==> src/design/udc_pkg.sv <==
// package for the single clock up/down counter
package udc_pkg;
  localparam int unsigned UDC_WIDTH = 4;
  localparam logic [3:0] UDC_ZERO = 4'h0;
  localparam logic [3:0] UDC_ONE = 4'h1;
  localparam logic [3:0] UDC_MAX = 4'hf;
  localparam logic [3:0] UDC_RESET_COUNT = 4'h0;
  // synchronised pin levels, idle high except the zeroing input and data, which idle low
  typedef struct packed {
    logic up_n;
    logic down_n;
    logic load_n;
    logic zero;
    logic [3:0] data;
  } udc_pins_s;
  localparam udc_pins_s UDC_PINS_RESET = '{up_n: 1'b1, down_n: 1'b1, load_n: 1'b1,
                                           zero: 1'b0, data: 4'h0};
endpackage

==> src/design/udc_counter.sv <==
// four-bit up/down counter with separate count inputs, zeroing and preset
`timescale 1ns/10ps

module udc_counter
  import udc_pkg::*;
(
  // clock and reset
  input wire logic I_CORE_CLK,
  input wire logic I_RESET,
  // count, load, zeroing and data pins, sampled
  input wire logic I_COUNT_UP,
  input wire logic I_COUNT_DOWN,
  input wire logic I_LOAD_N,
  input wire logic I_ASYNC_ZERO_INPUT,
  input wire logic [3:0] I_DATA,
  // results
  output logic [3:0] O_COUNT,
  output logic O_CARRY_N,
  output logic O_BORROW_N
);

  // ==========================================================
  // helpers
  localparam int unsigned CW = UDC_WIDTH;

  // count waits at the end of its range for the given direction
  function automatic logic at_range_end(
    input logic [CW-1:0] value,
    input logic going_up
  );
    logic result;
    if (going_up)
      result = (value == UDC_MAX);
    else
      result = (value == UDC_ZERO);
    return result;
  endfunction

  // own pin low, other pin parked high, no zeroing and no load
  function automatic logic pulse_qualified(
    input logic own_n,
    input logic other_n,
    input logic zero,
    input logic load_n
  );
    logic result;
    result = !own_n && other_n && !zero && load_n;
    return result;
  endfunction

  // ==========================================================
  // pin synchronisers
  udc_pins_s pins_raw;
  udc_pins_s meta_q;
  udc_pins_s pins_q;
  udc_pins_s pins_prev_q;

  // gather the pins into one word ahead of the first stage
  always_comb
  begin
    pins_raw = UDC_PINS_RESET;
    pins_raw.up_n = I_COUNT_UP;
    pins_raw.down_n = I_COUNT_DOWN;
    pins_raw.load_n = I_LOAD_N;
    pins_raw.zero = I_ASYNC_ZERO_INPUT;
    pins_raw.data = I_DATA;
  end

  // first stage, may go metastable; only the second stage reads it
  always_ff @(posedge I_CORE_CLK)
  begin
    if (I_RESET)
    begin
      meta_q <= UDC_PINS_RESET;
    end
    else
    begin
      meta_q <= pins_raw;
    end
  end

  // second stage, the first that logic may read
  always_ff @(posedge I_CORE_CLK)
  begin
    if (I_RESET)
    begin
      pins_q <= UDC_PINS_RESET;
    end
    else
    begin
      pins_q <= meta_q;
    end
  end

  // previous levels, reset to idle so no false edge follows reset
  always_ff @(posedge I_CORE_CLK)
  begin
    if (I_RESET)
    begin
      pins_prev_q <= UDC_PINS_RESET;
    end
    else
    begin
      pins_prev_q <= pins_q;
    end
  end

  // ==========================================================
  // edge detection
  logic up_rise;
  logic down_rise;

  // a rising edge only counts while the other count pin is parked high
  assign up_rise = pins_q.up_n && !pins_prev_q.up_n && pins_q.down_n;
  assign down_rise = pins_q.down_n && !pins_prev_q.down_n && pins_q.up_n;

  // ==========================================================
  // count register
  logic [CW-1:0] count_q;
  logic [CW-1:0] count_d;

  // zeroing beats load, load beats up, up beats down
  always_comb
  begin
    count_d = count_q;
    if (pins_q.zero)
    begin
      count_d = UDC_ZERO;
    end
    else if (!pins_q.load_n)
    begin
      count_d = pins_q.data;
    end
    else if (up_rise)
    begin
      count_d = count_q + UDC_ONE;
    end
    else if (down_rise)
    begin
      count_d = count_q - UDC_ONE;
    end
  end

  // count state
  always_ff @(posedge I_CORE_CLK)
  begin
    if (I_RESET)
    begin
      count_q <= UDC_RESET_COUNT;
    end
    else
    begin
      count_q <= count_d;
    end
  end

  // ==========================================================
  // carry and borrow, low while the wrapping count pulse is low
  logic carry_n_q;
  logic carry_n_d;
  logic borrow_n_q;
  logic borrow_n_d;

  // carry follows the up pulse while the count waits at fifteen
  always_comb
  begin
    carry_n_d = !(pulse_qualified(pins_q.up_n, pins_q.down_n, pins_q.zero, pins_q.load_n)
                  && at_range_end(count_q, 1'b1));
  end

  // borrow follows the down pulse while the count waits at zero
  always_comb
  begin
    borrow_n_d = !(pulse_qualified(pins_q.down_n, pins_q.up_n, pins_q.zero, pins_q.load_n)
                   && at_range_end(count_q, 1'b0));
  end

  // carry state, idle high
  always_ff @(posedge I_CORE_CLK)
  begin
    if (I_RESET)
    begin
      carry_n_q <= 1'b1;
    end
    else
    begin
      carry_n_q <= carry_n_d;
    end
  end

  // borrow state, idle high
  always_ff @(posedge I_CORE_CLK)
  begin
    if (I_RESET)
    begin
      borrow_n_q <= 1'b1;
    end
    else
    begin
      borrow_n_q <= borrow_n_d;
    end
  end

  // ==========================================================
  // outputs, each straight from a flip-flop
  assign O_COUNT = count_q;
  assign O_CARRY_N = carry_n_q;
  assign O_BORROW_N = borrow_n_q;

endmodule

==> config.mk <==
export PLATFORM = sky130hd
export DESIGN_NAME = udc_counter
export DESIGN_NICKNAME = d
export VERILOG_FILES = /design/src/design/udc_pkg.sv /design/src/design/udc_counter.sv
export SDC_FILE = /design/constraint.sdc
export NUM_CORES = 1
export LEC_CHECK = 0
export BUFFER_PORTS_ARGS = -buffer_cell sky130_fd_sc_hd__buf_2
export CAP_MARGIN = 20
export CELL_PAD_IN_SITES_DETAIL_PLACEMENT = 0
export CELL_PAD_IN_SITES_GLOBAL_PLACEMENT = 2
export CORE_MARGIN = 4
export CORE_UTILIZATION = 36
export CTS_CLUSTER_DIAMETER = 80
export CTS_CLUSTER_SIZE = 20
export DETAILED_ROUTE_END_ITERATION = 8
export PLACE_DENSITY_LB_ADDON = 0.2
export SETUP_SLACK_MARGIN = 0.3
export SKIP_LAST_GASP = 1
export SLEW_MARGIN = 20
export SYNTH_ARGS = -nofsm -noshare
export SYNTH_HDL_FRONTEND = slang
export SYNTH_SLANG_ARGS = --single-unit
export TNS_END_PERCENT = 100
==> constraint.sdc <==
create_clock -name I_CORE_CLK -period 3.4 [get_ports I_CORE_CLK]
set_clock_uncertainty 0.1 [all_clocks]
set_input_delay 0.34 -clock I_CORE_CLK [delete_from_list [all_inputs] [get_ports I_CORE_CLK]]
set_output_delay 0.34 -clock I_CORE_CLK [all_outputs]
set_load 0.03 [all_outputs]
==> Word-level counts from Yosys, hierarchy flattened <==
Index checks and enable logic that the tools add are counted.
{ "word_totals": {"out_inout_bits": 6, "elab_cells": 43, "input_bits": 10, "reg_bits": 24} }
{ "classes": {"reduce_logical": 21, "muxes": 3, "n_eq_ne": 2, "addsub": 2} }
{ "op_table": {"columns": ["cell", "n"], "rows": [
  ["$logic_and 1x1->1", 12],
  ["$mux 4", 3],
  ["$logic_not 1->1", 7],
  ["$add 4x1->4 const B", 1],
  ["$eq 4x4->1 const B", 1],
  ["$logic_not 4->1", 1],
  ["$sub 4x1->4 const B", 1],
  ["$ne 3x1->1 const B", 1],
  ["$reduce_or 2->1", 1]
]} }

==> Longest topological paths before layout <==
Gate-level depths: netlist of run 1.
{ "depth": {"depth_word": 6, "mapped_depth": 6, "ltp_nobuf": 6} }

==> Worst setup path after synthesis of run 1 <==
OpenSTA, ideal clock, no wires.
{ "synth_path": {"path_kind": "flip-flop to flip-flop", "from": "register pins_q[6] (netlist name)", "to": "register count_q[3], in the netlist O_COUNT[3]", "stages_incl_launch_ff": 7, "path_buffers": 0, "required_ns": 3.222, "arrival_time_ns": 1.584, "path_slack_ns": 1.638, "setup_time_ns": 0.078, "cell_sequence": "dfxtp_1 -> nand3b_4 -> ha_1 -> nand3_1 -> nor4bb_1 -> a2111o_1 -> nor3_1"} }
{ "synth_via": {"elab_chain_cells": 3} }
{ "synth_rtl": {"columns": ["element", "line", "text"], "rows": [
  ["start, declared", "udc_counter.sv:55", "udc_pins_s pins_q;"],
  ["start signal, assigned", "udc_counter.sv:91", "pins_q <= meta_q;"],
  ["$logic_and 1x1->1 (on tied branches)", "udc_counter.sv:115, udc_counter.sv:114", null],
  ["$logic_and 1x1->1 or $mux 4 (tied branches)", "udc_counter.sv:115, udc_counter.sv:134", null],
  ["$ne 3x1->1 (no source line) or $mux 4 (tied branches)", null, null],
  ["end signal, assigned", "udc_counter.sv:153", "count_q <= count_d;"],
  ["end, declared", "udc_counter.sv:119", "logic [CW-1:0] count_q;"]
]} }
Parallel ways exist; a longest one is shown, timed or not.
A chain may end at the register's enable or synchronous reset.

==> Worst setup path after layout of run 1 <==
{ "layout_path": {"from": "register pins_q[7] (netlist name)", "to": "register count_q[3], in the netlist O_COUNT[3]"} }
{ "layout_via": {"elab_chain_cells": 4} }
{ "layout_rtl": {"columns": ["element", "line", "text"], "rows": [
  ["$logic_and 1x1->1 (2 in series)", "udc_counter.sv:114", "assign up_rise = pins_q.up_n && !pins_prev_q.up_n && pins_q.down_n;"],
  ["$mux 4", "udc_counter.sv:134", "else if (up_rise)"],
  ["$mux 4", "udc_counter.sv:130", "else if (!pins_q.load_n)"]
]} }
Parallel ways exist; a longest one is shown, timed or not.

==> results of run 1 <==
worst max-delay path, cell delays in order, from the launching register on:
cell and delay, ps:
dfxtp_1 440, nand3b_4 140, ha_1 350, nand3_1 130
nor4bb_1 180, a2111o_1 390, nor3_1 120
sequential cells by signal, summed over array words and instances (netlist names):
| signal | cells |
|---|---|
| meta_q | 8 |
| pins_q | 8 |
| O_COUNT | 4 |
| pins_prev_q | 2 |
| O_BORROW_N | 1 |
| O_CARRY_N | 1 |
layout by cell type, fill, tap and decap left out, types with 3 or more instances in the layout:
cell / Yosys / layout
or2_2: 9 / 9
nor2_1: 4 / 4
nand3_1: 3 / 3
nand2_1: 4 / 4
dfxtp_1: 24 / 24
a211oi_1: 3 / 3
buf_2: 0 / 15
clkbuf_4: 0 / 3
nor2b_1: 10 / 10
a21oi_1: 4 / 4
final cells by class:
cell class	instances	area (µm²)
tap	28	35.0
multi-input combinational	58	409
clock inverter	1	30.0
clock buffer	3	22.5
timing repair buffer	15	75.1
fill	234	1240
sequential	24	480
logic make-up after synthesis:
kind of cell             share of synthesized area (%)
flip-flops                                        53.3
adder cells (fa/ha/maj)                           5.00
AO/OA/AOI/OAI                                     6.53
XOR/XNOR                                          1.94
AND/OR/NAND/NOR                                   30.8
buffers and inverters                             1.25
multiplexers                                      1.11
metrics by stage:
step / hold slack [ps] / instances
floorplan: 289 / 85
global placement: 291 / 125
detailed placement: 294 / 125
CTS: 81.5 / 129
global route: 78.5 / 129
finish: 101 / 129
where the power goes:
| group | total (mW) | internal (mW) | leakage, nW | switching (mW) |
|---|---|---|---|---|
| Sequential | 0.304 | 0.294 | 0.198 | 0.00988 |
| Combinational | 0.0572 | 0.0271 | 0.218 | 0.0301 |
| Clock | 0.203 | 0.119 | 0.0279 | 0.0837 |
| Total | 0.564 | 0.440 | 0.443 | 0.124 |
layer usage:
metal / part of all wire, % / GRT usage [%]
met1: 44 / 10.6
met2: 50 / 15.8
met3: 4.2 / 3.56
met4: 0.87 / 3.97
met5: 0 / 0
worst min path at each step:
stage	end	slack [ps]
finish	meta_q[7]$_SDFF_PP1_	100
global route	meta_q[7]$_SDFF_PP1_	80
CTS	meta_q[6]$_SDFF_PP1_	80
detailed placement	pins_q[7]$_SDFF_PP1_	290
global placement	pins_q[5]$_SDFF_PP1_	290
floorplan	pins_q[5]$_SDFF_PP1_	290
==> impl_results.md, run 1 <==
* Die area at between 3000 and 4000 µm²
* Hold path cells at 2
* WP data required at 3550 ps
* Via density at between 4 and 5
* Critical Path Sink: O_COUNT[3]$_SDFFE_PP0P_
* H-Tree Depth at 1
* Max IR drop VDD at around 0.26 mV
* Row count at 17
* ANT cells at 0
* Count leader, synth: dfxtp_1
* Synth Flop Type: dfxtp_1
* Max-cap violations at 0
* Area after DPL at 1000 µm²
* Number of I/O port buffers at 15
* Peak Freq at approximately 0.52 GHz
* Status: completed
* Final min period at roughly 1900 ps
* Initial DRC count at 2
* Final #Nets at roughly 120
* CP startpoint kind: register
* Post-route ant nets at 0
* Die width at 58.0 µm
* Setup bufs post-CTS at 0
* Clock Path Buffers at 2
* CTS root buf: clkbuf_4
* Final hold viol count at 0
* Final setup TNS at 0 ps
* CTS Buf Count at 3
* P per Cell Area at around 540 nW/µm²
* WS Path Type: reg -> reg
* Number of antenna violations at the first check in global routing at 0
* Routed WL per cell at 10.7 µm
* Share of layout cells above drive strength 1 at slightly above 30%
* First-pass GRT wire length at between 2 and 2.5 mm
* Hold buffer count at cts at 0
* Cell taking the most area after synthesis: dfxtp_1
* R2r setup slk at 1490 ps
* Area Overhead vs Synth at 16.8%
* Yosys reg bits at 24
* Crit path DAT at ~2000 ps
* Final Cell Area at between 1000 and 1500 µm²
* Leak at between 0.4 and 0.5 nW
* YS warnings at 0
* Routed WL at approximately 1.4 mm
* Mapped Cells at 85
* Core area at ~2300 µm²
* Worst-Skew Late Latency at 310 ps
* Post-synth EDFFs at 0
* Synth cell count leaders: dfxtp_1 (24), nor2b_1 (10), or2_2 (9)
* Critical path fanouts, max at 7
* DRT Pass-1 Iters at 3
* Area share of the largest cell type after synthesis at ~53%
* Hold path start: I_COUNT_UP
* Initial Util at just under 40%
* Gr usage total at under 10%
* Mapped Area at roughly 900 µm²
* Final Setup Violations at 0
* Final period utilization at around 56%
* Seq/Total Area, Yosys at a little over half
* Pre-CTS setup slack at about 1500 ps
* Io pins at 16
* R2r startpoint: pins_q[7]$_SDFF_PP1_
* FFs w/ async S/R, synth at 0%
* Clock transition at the registers of the reported paths at between 100 and 150 ps
* Post-Syn Nets at 98
* Resized Gates After CTS at 0
* CTS tree: done
* Slew @ Worst Pin at 361 ps
* Final core utilization at between 40 and 50%
* Max-slew violations at 0
* Vias in the first global route at between 500 and 600
* Total power after layout at about 0.56 mW
* CP endpoint kind: register
* Clock sink count at 24
* Worst Setup SP: pins_q[7]$_SDFF_PP1_
* Worst setup margin at between 1000 and 1500 ps
* Reg-to-Reg End: O_COUNT[3]$_SDFFE_PP0P_
* Yosys cell types at 26
* RSZ-0062 raised after global routing: false
* Cells on worst reg2reg path at 6
* Synthesized area per cell at ~11 µm²
* Hold Path Class: in -> reg
* Largest cells by area after synthesis: dfxtp_1 (53%), nor2b_1 (6.9%), or2_2 (6.3%)
* Remaining DRCs at 0
* Final GP Congestion at roughly 0.72
* Overflow after GRT at 0
* Rel. slew slack at 75.6%
* Largest net degree at the start of global routing at 21
* Die Y at 58.0 µm
* DP HPWL at ~1.0 mm
* Vias at between 500 and 600
Power figures use the tool's default switching activity.
==> inputs of run 2 (changes only) <==
- CORE_UTILIZATION: 36 -> 33
- clock period: 3.4 -> 1.9 ns (I/O delays scaled with it)
==> impl_results.md, run 2 (synthesis results as in run 1) <==
* First-pass GRT wire length at between 2 and 3 mm
* Post-route ant nets at 0
* Critical path's top delay family: simple AND/OR/NAND/NOR gates
* Final Setup Violations at 0
* Die width at around 60 µm
* Gr usage total at 10.5%
* Io pins at 16
* Via density at around 4.7
* Final hold viol count at 0
* P per Cell Area at roughly 740 nW/µm²
* WP data required at between 2000 and 2500 ps
* Uppermost layer routed: met4
* R2r startpoint: pins_prev_q[7]$_SDFF_PP1_
* R2r setup slk at ~240 ps
* Die Y at ~60 µm
* Cells on worst reg2reg path at 6
* Hold Path Class: in -> reg
* Commonest non-fill, non-tap cells in the layout: dfxtp_1 (19), buf_2 (15), nor2b_1 (10)
* Clock transition at the registers of the reported paths at ~110 ps
* Worst-Skew Late Latency at approximately 300 ps
* Final #Nets at between 100 and 150
* DRT Pass-1 Iters at 3
* Final period utilization at about 88%
* Slew @ Worst Pin at ~290 ps
* Commonest non-fill, non-tap cell in the layout: dfxtp_1
* Rel. slew slack at between 80% and 90%
* RSZ-0062 raised after global routing: true
* DP HPWL at 1.17 mm
* Clock sink count at 24
* CTS root buf: clkbuf_4
* Clk pwr share at roughly a quarter
* Metal1 wirelength at around 800 µm
* Final GP Congestion at approximately 0.75
* Leak at around 0.49 nW
* Switch share at approximately a quarter
* Max-slew violations at 0
* Routed WL at ~1.6 mm
* Hold path cells at 3
* WS Path Type: reg -> reg
* ANT cells at 0
* Die area at around 3600 µm²
* Row count at 18
* Final setup TNS at 0 ps
* Clock Path Buffers at 2
* Crit path cell chain: nand3b_4 > ha_4 > nand3_2 > nor4bb_1 > a2111o_1 > nor3_1
* H-Tree Depth at 1
* Hold Crit Endpoint: O_CARRY_N$_SDFF_PP1_
* Core area at about 2500 µm²
* Sequential share of power at approximately three fifths
* Status: completed
* Vias in the first global route at between 600 and 700
* Internal at around 0.68 mW
* Final core utilization at between 40% and 50%
* Buf/Inv on CP at 0
* Initial Util at ~35%
* Max-cap violations at 0
* Vias at about 670
* CP startpoint kind: register
* Share of layout cells above drive strength 1 at between 40% and 50%
* Reg-to-Reg End: O_COUNT[3]$_SDFFE_PP0P_
* Initial DRC count at 1
* Area Overhead vs Synth at 34.3%
* Slowest stage delay, CP at 340 ps
* CP endpoint kind: register
* Max IR drop VDD at 0.400 mV
* Crit path DAT at approximately 1800 ps
* WL met2 at roughly 750 µm
* CTS Buf Count at 3
* Hold path start: I_RESET
* Number of antenna violations at the first check in global routing at 0
* Routed WL per cell at 11.4 µm
* Overflow after GRT at 0
* Final min period at roughly 1700 ps
* Largest net degree at the start of global routing at 20
* Switch Pwr at around 0.22 mW
* Met3 Wirelength at between 70 and 80 µm
* Number of I/O port buffers at 15
* Remaining DRCs at 0
* Peak Freq at approximately 0.6 GHz
* Critical path fanouts, max at 4
* Slowest cell on the critical path: dfxtp_2
* CTS tree: done
* Combinational cell fraction of total power at 15.7%
==> run 2: cell types whose count changed in the layout (fill, tap and decap cells not counted), moves of 2 or more <==
cell           previous run  this run
dfxtp_2                   0         4
dfxtp_1                  24        19
dlygate4sd3_1             0         8
ha_1                      2         0
ha_4                      0         2
buf_4                     0         6
==> run 2: timing repair <==
item                                    CTS  global route
hold endpoints to repair                  8             0
pin swaps                                 4             3
endpoints found under the setup margin    1             3
setup buffers                             3             1
hold buffers                              8             0
resized for setup                         2             4
==> run 2: power by group through the flow <==
stage / Combinational (mW) / Sequential, mW / Clock [mW]
6_report: 0.141 / 0.545 / 0.212
4_1_cts: 0.135 / 0.547 / 0.223
2_1_floorplan: 0.0731 / 0.566 / 0
3_3_place_gp: 0.115 / 0.558 / 0
5_1_grt: 0.156 / 0.550 / 0.243
3_5_place_dp: 0.115 / 0.558 / 0
==> run 2: final cells by class <==
class / instances / area, µm²
flip-flops and latches: 24 / 489
clock buffers: 3 / 22.5
multi-input cells: 58 / 460
repair buffers: 29 / 200
well taps: 30 / 37.5
fillers: 274 / 1340
==> run 2: worst min-delay path, stage by stage <==
cell and delay, ps:
buf_2 90, nor2_1 60, nand3_1 80
==> run 2: how the worst max path moves through the flow <==
| stage | startpoint | end | slack (ps) | cells after the start |
|---|---|---|---|---|
| after floorplan | pins_prev_q[7]$_SDFF_PP1_ | O_COUNT[3]$_SDFFE_PP0P_ | 250 | 6 |
| after global placement | pins_prev_q[7]$_SDFF_PP1_ | O_COUNT[3]$_SDFFE_PP0P_ | 190 | 6 |
| after detailed placement | pins_prev_q[7]$_SDFF_PP1_ | O_COUNT[3]$_SDFFE_PP0P_ | 140 | 6 |
| after CTS | pins_prev_q[7]$_SDFF_PP1_ | O_COUNT[3]$_SDFFE_PP0P_ | 220 | 6 |
| after global routing | pins_q[7]$_SDFF_PP1_ | O_COUNT[3]$_SDFFE_PP0P_ | 160 | 6 |
| final | pins_prev_q[7]$_SDFF_PP1_ | O_COUNT[3]$_SDFFE_PP0P_ | 240 | 6 |
==> run 2: layer usage <==
metal | GRT usage, % | up-vias
li1 | - | 344
met1 | 13.1 | 312
met2 | 17.0 | 13
met3 | 1.94 | 2
met4 | 5.70 | 0
met5 | 0 | -
==> run 2: through the flow <==
stage	cell area, µm²	worst slack [ps]	power (mW)	cells	hold WS (ps)
finish	1210	237	0.898	144	49.4
global route	1210	158	0.948	144	53.6
CTS	1190	218	0.905	143	48.4
detailed placement	1060	143	0.674	129	277
global placement	1060	190	0.672	129	272
floorplan	940	254	0.639	85	194
